### config.mk
export PLATFORM = sky130hd
export DESIGN_NAME = cpx_exec_unit
export DESIGN_NICKNAME = d
export VERILOG_FILES = /design/src/cpx_pkg.sv /design/src/cpx_exec_unit.sv /design/src/cpx_scratch_ram.sv
export VERILOG_INCLUDE_DIRS = /design/src
export SDC_FILE = /design/constraint.sdc
export NUM_CORES = 1
export LEC_CHECK = 0
export BUFFER_PORTS_ARGS = -buffer_cell sky130_fd_sc_hd__buf_2
export CORE_MARGIN = 5
export CORE_UTILIZATION = 62
export CTS_BUF_LIST = sky130_fd_sc_hd__clkbuf_16
export DETAILED_ROUTE_END_ITERATION = 16
export PLACE_DENSITY_LB_ADDON = 0.2
export SLEW_MARGIN = 5
export SYNTH_ARGS = -nofsm -noshare
export SYNTH_HDL_FRONTEND = slang
export SYNTH_SLANG_ARGS = --single-unit
### constraint.sdc
create_clock -name clk -period 7.5 [get_ports clk]
set_clock_uncertainty 0.05 [all_clocks]
set_input_delay 1.5 -clock clk [delete_from_list [all_inputs] [get_ports clk]]
set_output_delay 1.5 -clock clk [all_outputs]
set_load 0.02 [all_outputs]
### src/cpx_consts.svh
`ifndef CPX_CONSTS_SVH
`define CPX_CONSTS_SVH

// ----------------------------------------
// widths and sizes
// ----------------------------------------
`define CPX_DATA_W 8
`define CPX_ADDR_W 12
`define CPX_REG_COUNT 8
`define CPX_SCR_DEPTH 64
`define CPX_SCR_AW 6
`define CPX_STACK_DEPTH 4

// ----------------------------------------
// reset values
// ----------------------------------------
`define CPX_PC_RESET 12'h000
`define CPX_ACC_RESET 8'h00

`endif

### src/cpx_pkg.sv
package cpx_pkg;
	typedef enum logic [4:0] {
		OP_NO_OPERATION,
		OP_JUMP_IF_ACC_ZERO,
		OP_LOAD_ACC_IMMEDIATE,
		OP_LOAD_REGISTER_IMMEDIATE,
		OP_LOAD_REGISTER_INDIRECT,
		OP_OUTPUT_ACC,
		OP_ROTATE_LEFT_PLAIN,
		OP_ROTATE_RIGHT_PLAIN,
		OP_SCRATCH_READ,
		OP_SUBROUTINE_RETURN,
		OP_ROTATE_LEFT_VIA_CARRY,
		OP_ROTATE_RIGHT_VIA_CARRY,
		OP_SET_BINARY_MODE,
		OP_SET_CARRY_FLAG,
		OP_SET_DECIMAL_MODE,
		OP_STORE_REGISTER_INDIRECT,
		OP_SUBTRACT_WITH_BORROW,
		OP_SCRATCH_SUBTRACT_WITH_BORROW,
		OP_SCRATCH_WRITE,
		OP_EXCHANGE_ACC_REGISTER,
		OP_EXCLUSIVE_OR,
		OP_CALL
	} cpx_op_t;

	typedef enum {
		ST_IDLE,
		ST_FETCH,
		ST_EXEC,
		ST_DONE
	} cpx_state_t;
endpackage

### src/cpx_exec_unit.sv
// Implementation choices: strobed register access and the register offsets.
`timescale 1ns/100ps
`include "cpx_consts.svh"

// ----------------------------------------
// Contract
// - zero-test jump taken only when accumulator-nonzero flag is clear
// - immediate accumulator load copies byte, nonzero flag follows value
// - immediate register load writes byte into register low eight bits
// - indirect load addresses by pointer register zero, fills register low byte
// - external logic decodes address and returns byte on data bus
// - no-operation only advances program counter
// - output puts register on address bus, accumulator on data bus
// - plain left rotate of accumulator, carry untouched
// - right rotate binary by bit, decimal form works on any contents
// - scratch read uses low six register bits, sets nonzero flag
// - return pops stack top into program counter
// - left rotate through carry over nine bits
// - right rotate through carry over nine bits
// - binary clears, decimal sets decimal flag; reset gives binary
// - set-carry forces carry to one
// - indirect store addresses by pointer zero, drives register low byte
// - subtract carry and register byte, binary or two BCD digits
// - carry set on negative result, cleared otherwise
// - scratch subtract identical but subtrahend from scratch byte
// - scratch write stores accumulator at low six register bits
// - exchange swaps accumulator and register low byte
// - exclusive-or into accumulator, clears carry and half-carry, sets nonzero
// - taken jump replaces only low byte of program counter
// - jump page is that of the following instruction
// ----------------------------------------
module cpx_exec_unit (
	input wire logic clk,
	input wire logic srst,
	input wire logic start,
	input wire cpx_pkg::cpx_op_t opcode,
	input wire logic [2:0] regSel,
	input wire logic [`CPX_DATA_W-1:0] immByte,
	input wire logic [`CPX_ADDR_W-1:0] callTarget,
	input wire logic [`CPX_DATA_W-1:0] dataIn,
	output logic busy,
	output logic done,
	output logic [`CPX_ADDR_W-1:0] addrBus,
	output logic [`CPX_DATA_W-1:0] dataOut,
	output logic dataOutEn,
	output logic memRead,
	output logic memWrite,
	output logic [`CPX_ADDR_W-1:0] progCounter,
	output logic [`CPX_DATA_W-1:0] acc,
	output logic accNonzero,
	output logic carryFlag,
	output logic halfCarry,
	output logic decimalMode
);
	// ----------------------------------------
	// internal state
	// ----------------------------------------
	cpx_pkg::cpx_state_t state;
	cpx_pkg::cpx_op_t curOp;
	logic [2:0] curReg;
	logic [`CPX_DATA_W-1:0] curImm;
	logic [`CPX_ADDR_W-1:0] curTarget;
	logic [`CPX_ADDR_W-1:0] regFile [0:`CPX_REG_COUNT-1];
	logic [`CPX_ADDR_W-1:0] stack [0:`CPX_STACK_DEPTH-1];
	logic [1:0] stackPtr;
	logic [`CPX_ADDR_W-1:0] selReg;
	logic [`CPX_SCR_AW-1:0] scrAddr;
	logic scrWrite;
	logic [`CPX_DATA_W-1:0] scrData;
	logic [`CPX_DATA_W-1:0] subtrahend;
	logic [`CPX_DATA_W-1:0] next_acc;
	logic next_carry;
	logic next_half;
	logic writesAcc;
	logic [`CPX_ADDR_W-1:0] seqPc;
	logic execCycle;
	logic [8:0] binDiff;
	logic [4:0] loDiff;
	logic [4:0] hiDiff;
	logic loBorrow;
	logic [3:0] loDigit;
	logic [3:0] hiDigit;
	logic hiBorrowIn;

	assign selReg = regFile[curReg];
	assign execCycle = (state == cpx_pkg::ST_EXEC);
	assign seqPc = progCounter + 12'h001;
	assign scrAddr = selReg[`CPX_SCR_AW-1:0];
	assign scrWrite = execCycle && (curOp == cpx_pkg::OP_SCRATCH_WRITE);

	// ----------------------------------------
	// scratch memory
	// ----------------------------------------
	cpx_scratch_ram scratch (
		.clk(clk),
		.writeEn(scrWrite),
		.addr(scrAddr),
		.writeData(acc),
		.readData(scrData)
	);

	// ----------------------------------------
	// sequencer
	// ----------------------------------------
	always_ff @(posedge clk) begin
		if (srst) begin
			state <= cpx_pkg::ST_IDLE;
			curOp <= cpx_pkg::OP_NO_OPERATION;
			curReg <= 3'h0;
			curImm <= 8'h00;
			curTarget <= 12'h000;
		end else begin
			case (state)
				cpx_pkg::ST_IDLE: begin
					if (start) begin
						curOp <= opcode;
						curReg <= regSel;
						curImm <= immByte;
						curTarget <= callTarget;
						state <= cpx_pkg::ST_FETCH;
					end
				end
				cpx_pkg::ST_FETCH: state <= cpx_pkg::ST_EXEC;
				cpx_pkg::ST_EXEC: state <= cpx_pkg::ST_DONE;
				cpx_pkg::ST_DONE: state <= cpx_pkg::ST_IDLE;
				default: state <= cpx_pkg::ST_IDLE;
			endcase
		end
	end

	always_ff @(posedge clk) begin
		if (srst) begin
			busy <= 1'b0;
			done <= 1'b0;
		end else begin
			busy <= (state == cpx_pkg::ST_IDLE) ? start : (state != cpx_pkg::ST_DONE);
			done <= execCycle;
		end
	end

	// ----------------------------------------
	// external bus
	// ----------------------------------------
	always_ff @(posedge clk) begin
		if (srst) begin
			addrBus <= 12'h000;
			dataOut <= 8'h00;
			dataOutEn <= 1'b0;
			memRead <= 1'b0;
			memWrite <= 1'b0;
		end else begin
			memRead <= 1'b0;
			memWrite <= 1'b0;
			dataOutEn <= 1'b0;
			if (state == cpx_pkg::ST_IDLE && start) begin
				case (opcode)
					cpx_pkg::OP_LOAD_REGISTER_INDIRECT: begin
						addrBus <= regFile[0];
						memRead <= 1'b1;
					end
					cpx_pkg::OP_STORE_REGISTER_INDIRECT: begin
						addrBus <= regFile[0];
						dataOut <= regFile[regSel][7:0];
						dataOutEn <= 1'b1;
						memWrite <= 1'b1;
					end
					cpx_pkg::OP_OUTPUT_ACC: begin
						addrBus <= regFile[regSel];
						dataOut <= acc;
						dataOutEn <= 1'b1;
						memWrite <= 1'b1;
					end
					default: begin
						addrBus <= addrBus;
					end
				endcase
			end
		end
	end

	// ----------------------------------------
	// subtract with borrow
	// ----------------------------------------
	always_comb begin
		subtrahend = (curOp == cpx_pkg::OP_SCRATCH_SUBTRACT_WITH_BORROW) ? scrData : selReg[7:0];
		binDiff = {1'b0, acc} - {1'b0, subtrahend} - {8'h00, carryFlag};
		loDiff = {1'b0, acc[3:0]} - {1'b0, subtrahend[3:0]} - {4'h0, carryFlag};
		loBorrow = loDiff[4] || (loDiff[3:0] > 4'h9);
		loDigit = loDiff[4] ? (loDiff[3:0] - 4'h6) : loDiff[3:0];
		hiBorrowIn = loDiff[4];
		hiDiff = {1'b0, acc[7:4]} - {1'b0, subtrahend[7:4]} - {4'h0, hiBorrowIn};
		hiDigit = hiDiff[4] ? (hiDiff[3:0] - 4'h6) : hiDiff[3:0];
	end

	// ----------------------------------------
	// accumulator datapath
	// ----------------------------------------
	always_comb begin
		next_acc = acc;
		next_carry = carryFlag;
		next_half = halfCarry;
		writesAcc = 1'b0;
		case (curOp)
			cpx_pkg::OP_LOAD_ACC_IMMEDIATE: begin
				next_acc = curImm;
				writesAcc = 1'b1;
			end
			cpx_pkg::OP_LOAD_REGISTER_INDIRECT: begin
				next_acc = acc;
			end
			cpx_pkg::OP_ROTATE_LEFT_PLAIN: begin
				next_acc = {acc[6:0], acc[7]};
				writesAcc = 1'b1;
			end
			cpx_pkg::OP_ROTATE_RIGHT_PLAIN: begin
				next_acc = decimalMode ? {acc[3:0], acc[7:4]} : {acc[0], acc[7:1]};
				writesAcc = 1'b1;
			end
			cpx_pkg::OP_SCRATCH_READ: begin
				next_acc = scrData;
				writesAcc = 1'b1;
			end
			cpx_pkg::OP_ROTATE_LEFT_VIA_CARRY: begin
				next_acc = {acc[6:0], carryFlag};
				next_carry = acc[7];
				writesAcc = 1'b1;
			end
			cpx_pkg::OP_ROTATE_RIGHT_VIA_CARRY: begin
				next_acc = {carryFlag, acc[7:1]};
				next_carry = acc[0];
				writesAcc = 1'b1;
			end
			cpx_pkg::OP_SET_CARRY_FLAG: begin
				next_carry = 1'b1;
			end
			cpx_pkg::OP_SUBTRACT_WITH_BORROW, cpx_pkg::OP_SCRATCH_SUBTRACT_WITH_BORROW: begin
				if (decimalMode) begin
					next_acc = {hiDigit, loDigit};
					next_carry = hiDiff[4];
					next_half = loBorrow;
				end else begin
					next_acc = binDiff[7:0];
					next_carry = binDiff[8];
					next_half = loDiff[4];
				end
				writesAcc = 1'b1;
			end
			cpx_pkg::OP_EXCHANGE_ACC_REGISTER: begin
				next_acc = selReg[7:0];
				writesAcc = 1'b1;
			end
			cpx_pkg::OP_EXCLUSIVE_OR: begin
				next_acc = acc ^ selReg[7:0];
				next_carry = 1'b0;
				next_half = 1'b0;
				writesAcc = 1'b1;
			end
			default: begin
				next_acc = acc;
			end
		endcase
	end

	always_ff @(posedge clk) begin
		if (srst) begin
			acc <= `CPX_ACC_RESET;
			accNonzero <= 1'b0;
			carryFlag <= 1'b0;
			halfCarry <= 1'b0;
		end else if (execCycle) begin
			acc <= next_acc;
			carryFlag <= next_carry;
			halfCarry <= next_half;
			if (writesAcc) begin
				accNonzero <= (next_acc != 8'h00);
			end
		end
	end

	always_ff @(posedge clk) begin
		if (srst) begin
			decimalMode <= 1'b0;
		end else if (execCycle && curOp == cpx_pkg::OP_SET_BINARY_MODE) begin
			decimalMode <= 1'b0;
		end else if (execCycle && curOp == cpx_pkg::OP_SET_DECIMAL_MODE) begin
			decimalMode <= 1'b1;
		end
	end

	// ----------------------------------------
	// general registers, low byte writes only
	// ----------------------------------------
	genvar gi;
	generate
		for (gi = 0; gi < `CPX_REG_COUNT; gi = gi + 1) begin : gRegs
			always_ff @(posedge clk) begin
				if (srst) begin
					regFile[gi] <= 12'h000;
				end else if (execCycle && curReg == 3'(gi)) begin
					case (curOp)
						cpx_pkg::OP_LOAD_REGISTER_IMMEDIATE: regFile[gi][7:0] <= curImm;
						cpx_pkg::OP_LOAD_REGISTER_INDIRECT: regFile[gi][7:0] <= dataIn;
						cpx_pkg::OP_EXCHANGE_ACC_REGISTER: regFile[gi][7:0] <= acc;
						default: regFile[gi] <= regFile[gi];
					endcase
				end
			end
		end
	endgenerate

	// ----------------------------------------
	// program counter and stack
	// ----------------------------------------
	always_ff @(posedge clk) begin
		if (srst) begin
			progCounter <= `CPX_PC_RESET;
			stackPtr <= 2'h0;
		end else if (execCycle) begin
			case (curOp)
				cpx_pkg::OP_JUMP_IF_ACC_ZERO: begin
					if (!accNonzero) begin
						progCounter <= {seqPc[11:8], curImm};
					end else begin
						progCounter <= seqPc;
					end
				end
				cpx_pkg::OP_SUBROUTINE_RETURN: begin
					progCounter <= stack[stackPtr - 2'h1];
					stackPtr <= stackPtr - 2'h1;
				end
				cpx_pkg::OP_CALL: begin
					stack[stackPtr] <= seqPc;
					stackPtr <= stackPtr + 2'h1;
					progCounter <= curTarget;
				end
				default: progCounter <= seqPc;
			endcase
		end
	end
endmodule

### src/cpx_scratch_ram.sv
`timescale 1ns/100ps
`include "cpx_consts.svh"

module cpx_scratch_ram (
	input wire logic clk,
	input wire logic writeEn,
	input wire logic [`CPX_SCR_AW-1:0] addr,
	input wire logic [`CPX_DATA_W-1:0] writeData,
	output logic [`CPX_DATA_W-1:0] readData
);
	logic [`CPX_DATA_W-1:0] mem [0:`CPX_SCR_DEPTH-1];

	// ----------------------------------------
	// write port, registered read
	// ----------------------------------------
	always_ff @(posedge clk) begin
		if (writeEn) begin
			mem[addr] <= writeData;
		end
	end

	always_ff @(posedge clk) begin
		readData <= mem[addr];
	end
endmodule

# Yosys cells after proc, flatten, opt, wreduce, memory -nomap -nowiden
# Memories as Yosys holds them, arrays and structs flattened. A register that Yosys moved wholly into a read port is not among the register bits.
# Cells that the tools add are included.
# op_classes
addsub	11
order_cmp	1
eq_ne	41
muxes	171
bitwise_logic	42
reduce_logical	43
# ops
operator	n
8-bit 2-to-1 mux	36
1-bit 2-to-1 mux	114
32-bit one-hot mux with 3 select lines	1
8-bit one-hot mux with 9 select lines	1
32-bit logical NOT	2
5-bit by 4-bit equality test with 1-bit output, second input constant	8
4-bit 2-to-1 mux	10
1-bit OR	40
12-bit one-hot mux with 3 select lines	1
32-bit by 1-bit equality test with 1-bit output, second input constant	1
32-bit by 2-bit equality test with 1-bit output, second input constant	1
32-bit by 3-bit equality test with 1-bit output, second input constant	1
32-bit 2-to-1 mux	1
32-bit by 3-bit != test with 1-bit output, second input constant	1
5-bit equality test, second input constant	6
2-bit AND reduction	14
5-bit by 3-bit equality test with 1-bit output, second input constant	5
12-bit one-hot mux with 2 select lines	1
8-bit one-hot mux with 2 select lines	1
12-bit by 1-bit adder with 12-bit output, second input constant	1
3-bit equality test, second input constant	4
1-bit logical AND	12
5-bit by 2-bit equality test with 1-bit output, second input constant	2
10-bit OR reduction	1
other kinds (26)	44
# word_totals
regBits	110
mem_bits_rw	656
inputBits	39
out_inout_bits	49
word_cells	330
memories	3
# memory_table
memory	depth	word_bits	rd	rd_clocked_by_memory_dff	write_ports	line_no	source
scratch.mem	64	8	1	1	1	cpx_scratch_ram.sv:11	logic [`CPX_DATA_W-1:0] mem [0:`CPX_SCR_DEPTH-1];
regFile	8	12	3	1	8	cpx_exec_unit.sv:63	logic [`CPX_ADDR_W-1:0] regFile [0:`CPX_REG_COUNT-1];
stack	4	12	1	0	1	cpx_exec_unit.sv:64	logic [`CPX_ADDR_W-1:0] stack [0:`CPX_STACK_DEPTH-1];

# Logic depth before layout (Yosys ltp)
# logic_depth
depth_word	10
depth_mapped	27
ltp_nobuf	22

# Cells and area by module
# A second synthesis with hierarchy kept.
# unflattened
hier_cells	2357
area_unflattened_um2	31995.7
# modules_own_cells
module	n_inst	cells_per_inst	area_per_inst_um2	seq_area_each_um2
cpx_scratch_ram	1	1171	20449.6	15534.9
cpx_exec_unit	1	1186	11546.1	4944.7

# Worst setup path after synthesis
# OpenSTA, ideal clock, no wires.
# synth_path
path_type	register -> register
startpoint	register (tool-made name)
endpoint	register accNonzero
setup_ps	119
arrival_time_ps	6383
t_required_ps	7331
slack_ps	948
path_stages_with_launch	28
path_buffers	6
period_less_slack_ps	6552
path_cell_list	dfxtp_1 > buf_4 > buf_4 > mux4_2 > mux2_4 > buf_6 > buf_2 > buf_2 > buf_1 > mux2i_1 > fa_1 > fa_1 > nand2b_1 > a21oi_1 > xnor2_1 > fa_1 > inv_1 > ha_1 > nor2_1 > fa_1 > a21boi_0 > or3_1 > and2_1 > mux2i_1 > mux2i_1 > a2111oi_0 > o2111ai_1 > o221a_2
# synth_rtl
element	line_no	source
end signal: assignment	cpx_exec_unit.sv:275	accNonzero <= (next_acc != 8'h00);
end: declaration	cpx_exec_unit.sv:50	output logic accNonzero,

==> impl_results.md <==
* Die width at 233.9 um
* Synth Flop Type: edfxtp_1
* # hold bufs at CTS at 0
* Vias in the first global route at 20.57k
* Relative slew margins at 15.27%
* Kind of start point of the critical path: register
* CTS-repair resized insts at 0
* H-tree depth at 3
* Post-synthesis register bit count at 711
* ANT nets after route at 0
* VDD IR max at 239.1 uV
* Hold_sp: curTarget[9]$_SDFFE_PP0P_
* Antenna Cells at 0
* Net Switching at 0.002573 W
* RSZ-0062 raised after global routing: false
* Num CTS Buffers at 73
* Hold Path Depth at 2
* CP Capture Type: register
* Reg2reg setup slack at 0.89 ns
* Area contributors post-synth: edfxtp_1, dfxtp_1, nand2_1
* Combinational power share at 14.4%
* DR WL/cell at 28.65 um
* Critical Path Max Stage Delay at 0.96 ns
* F_max at 151.2 MHz
* Via density at 6.896
* Pint at 0.006849 W
* Worst-Margin Slew at 1.262 ns
* Clock Power Share at 37.5%
* CP cell instances: mux4_2 > mux2_4 > mux2i_1 > fa_1 > fa_1 > nand2b_1 > a21oi_1 > xnor2_1 > fa_1 > inv_1 > ha_1 > nor2_1 > fa_1 > a21boi_0 > or3_1 > and2_1 > mux2i_1 > mux2i_1 > a2111oi_0 > o2111ai_1 > o221a_2
* Top layer in use: met5
* Reg-to-Reg End: accNonzero$_SDFFE_PP0P_
* Synth cell types at 79
* Status: complete, no violations
* Syn. warnings at 0
* CTS tree: yes
* Worst min-delay path endpoint: curTarget[9]$_SDFFE_PP0P_
* First-pass GRT wire length at 131.7 mm
* Core area at 49,860 um2
* Post-DP HPWL at 55.30 mm
* CP dominant cell by count: fa_1
* Die area at 54,690 um2
* Synth-to-Final Area Change at 10.46%
* Synth top area share at 60.31%
* Post-synthesis sequential area ratio at 65.91%
* IO Pins at 88
* Initial core utilization at 62.31%
* Std cell rows at 82
* Period minus WS final at 6.615 ns
* Post-synthesis cell count at 2,373
* Setup TNS at 0 ns
* Leak at 12.18 nW
* Worst-path clk slew at 0.07 ns
* Crit path max fanout at 18
* CP Class: register to register
* GP Congestion at 0.9360
* Final Slew Violations at 0
* Post-CTS setup buffer count at 0
* Final setup vio count at 0
* Gr usage total at 32.54%
* Mapped Area at 31,070 um2
* Final Cycle Share at 88.19%
* EDFF count, synth at 624
* Clock tree buffer depth at 3
* Hold Path Class: register to register
* 1st-pass router iterations at 6
* Area leader, netlist: edfxtp_1
* Number of cells on the worst reg-to-reg path at 21
* Final Net Count at 2,482
* DR iter-0 viols at 3,104
* Layout cells sized above 1 at 13.36%
* Core Util, Final at 68.83%
* Final Hold Fails at 0
* Die Ht at 233.9 um
* Wl on met1 at 32.81 mm
* PortBufs at 83
* Routed wl met2 at 42.32 mm
* Sequential power share at 48.1%
* Worst-Skew Late Latency at 0.62 ns
* Routed wire length at 90.01 mm
* Total grt overflow at 0
* Maxcap violations at 0
* Wire length on met3 at 10.26 mm
* Remaining DRCs at 0
* Ys async rst share at 0%
* P per Cell Area at 274.5 nW/um2
* Worst EP required at 7.95 ns
* Switching part of the total at 27.31%
* Average size of a mapped cell at 13.09 um2
* TritonCTS Sinks at 711
* Largest net degree at the start of global routing at 85
* Worst Path Arrival at 7.06 ns
* Initial antenna violation count at 2
* DR vias at 21.67k
* Root buffer selected by CTS: clkbuf_16
* Critical path's slowest cell: dfxtp_1
[cells in the mapped netlist (11+ instances only)]
cell,n
a22o_1,29
nand3_1,35
mux4_2,42
nor2_1,177
a22oi_1,96
a31oi_1,38
a32oi_1,62
a21oi_1,96
a211oi_1,21
edfxtp_1,624
xor2_1,11
mux2i_1,92
buf_4,14
clkbuf_1,96
buf_2,28
nor3_1,29
xnor2_1,16
o21ai_0,68
a221oi_1,50
inv_1,37
mux2_2,14
ha_1,27
nand2b_1,13
dfxtp_1,87
nand2_1,365
buf_1,23
o22ai_1,20
[cells by family after synthesis]
kind of cell             synth area share [%]
buffers and inverters                   2.903
AND/OR/NAND/NOR                         9.625
multiplexers                            6.717
other                                 0.01207
adder cells (fa/ha/maj)                 1.345
flip-flops                              65.91
XOR/XNOR                               0.7611
AO/OA/AOI/OAI                           12.72
[per-layer routing]
layer / vias to the layer above / track usage [%]
li1: 9242 / -
met1: 10520 / 43.49
met2: 1589 / 51.93
met3: 315 / 7.543
met4: 2 / 14.11
met5: - / 0
[worst max path at each step]
stage / endpoint / slack [ns] / start
2_1_floorplan: accNonzero$_SDFFE_PP0P_ / 0.95 / register
3_3_place_gp: accNonzero$_SDFFE_PP0P_ / 1.06 / register
3_5_place_dp: accNonzero$_SDFFE_PP0P_ / 0.95 / register
4_1_cts: accNonzero$_SDFFE_PP0P_ / 0.92 / register
5_1_grt: accNonzero$_SDFFE_PP0P_ / 0.40 / register
6_report: accNonzero$_SDFFE_PP0P_ / 0.89 / register
[sequential cells by signal, indices dropped and copies added (netlist names), 12 cells and up, named ones only]
| signal | cells |
|---|---|
| progCounter | 12 |
| stack | 48 |
| curTarget | 12 |
| scratch.mem | 512 |
| regFile | 64 |
[through the flow]
stage | worst slack [ns] | cells | hold WS [ns] | power [W] | area [um2]
final | 0.8855 | 3142 | 0.4086 | 0.009422 | 34320
after global routing | 0.4034 | 3142 | 0.4333 | 0.009703 | 34320
after CTS | 0.9159 | 3142 | 0.4121 | 0.009409 | 34320
after detailed placement | 0.9504 | 3009 | 0.4002 | 0.005928 | 32000
after global placement | 1.058 | 3009 | 0.3978 | 0.005909 | 32000
after floorplan | 0.9481 | 2376 | 0.3860 | 0.005438 | 31080
[worst max-delay path: cells and delay by family (launching register included)]
kind	cells	cell delay (ns)
adder cells (fa/ha/maj)	5	1.98
AO/OA/AOI/OAI	5	1.53
multiplexers	5	1.05
flip-flops	1	0.96
AND/OR/NAND/NOR	4	0.58
XOR/XNOR	1	0.25
buffers and inverters	1	0.08
[layout make-up]
cell class,instances,area (um2)
Sequential cell,711,20490
Fill cell,3543,15540
Multi-Input combinational cell,1460,9772
Clock buffer,74,1852
Tap cell,672,840.8
Timing Repair Buffer,128,753.2
Clock inverter,59,467.9
Inverter,38,142.6
[power groups by stage]
stage                     Combinational (W)  Clock, W  Sequential [W]
after floorplan                    0.000856         0         0.00458
after global placement              0.00131         0         0.00460
after detailed placement            0.00132         0         0.00461
after CTS                           0.00133   0.00356         0.00453
after global routing                0.00143   0.00374         0.00454
final                               0.00135   0.00354         0.00453
[layout by cell type, fill, tap and decap left out, types with 7 or more instances in the layout]
cell       netlist  layout
edfxtp_1       624     624
a22o_1          29      29
buf_2           28      83
nor2_1         177     177
or4_1            9       9
and3_1           8       8
nand4_1         10      10
ha_1            27      27
dfxtp_1         87      79
buf_4           14      45
clkinv_1         1      16
a222oi_1        10      10
a21oi_1         96      96
a32oi_1         62      62
o21ai_0         68      62
clkbuf_16        0      74
inv_1           37      50
mux2i_1         92      92
mux4_2          42      42
a221oi_1        50      50
dfxtp_2          0       7
clkinv_2         0      15
nand2b_1        13      13
nor2b_1         10      10
xnor2_1         16      16
a31oi_1         38      38
nand3_1         35      34
mux2_2          14      14
a211oi_1        21      21
nand2_1        365     365
nor3_1          29      26
xor2_1          11      11
a22oi_1         96      96
o22ai_1         20      20
or3_1            9       9
No activity file was read; power rests on OpenSTA's default activity.
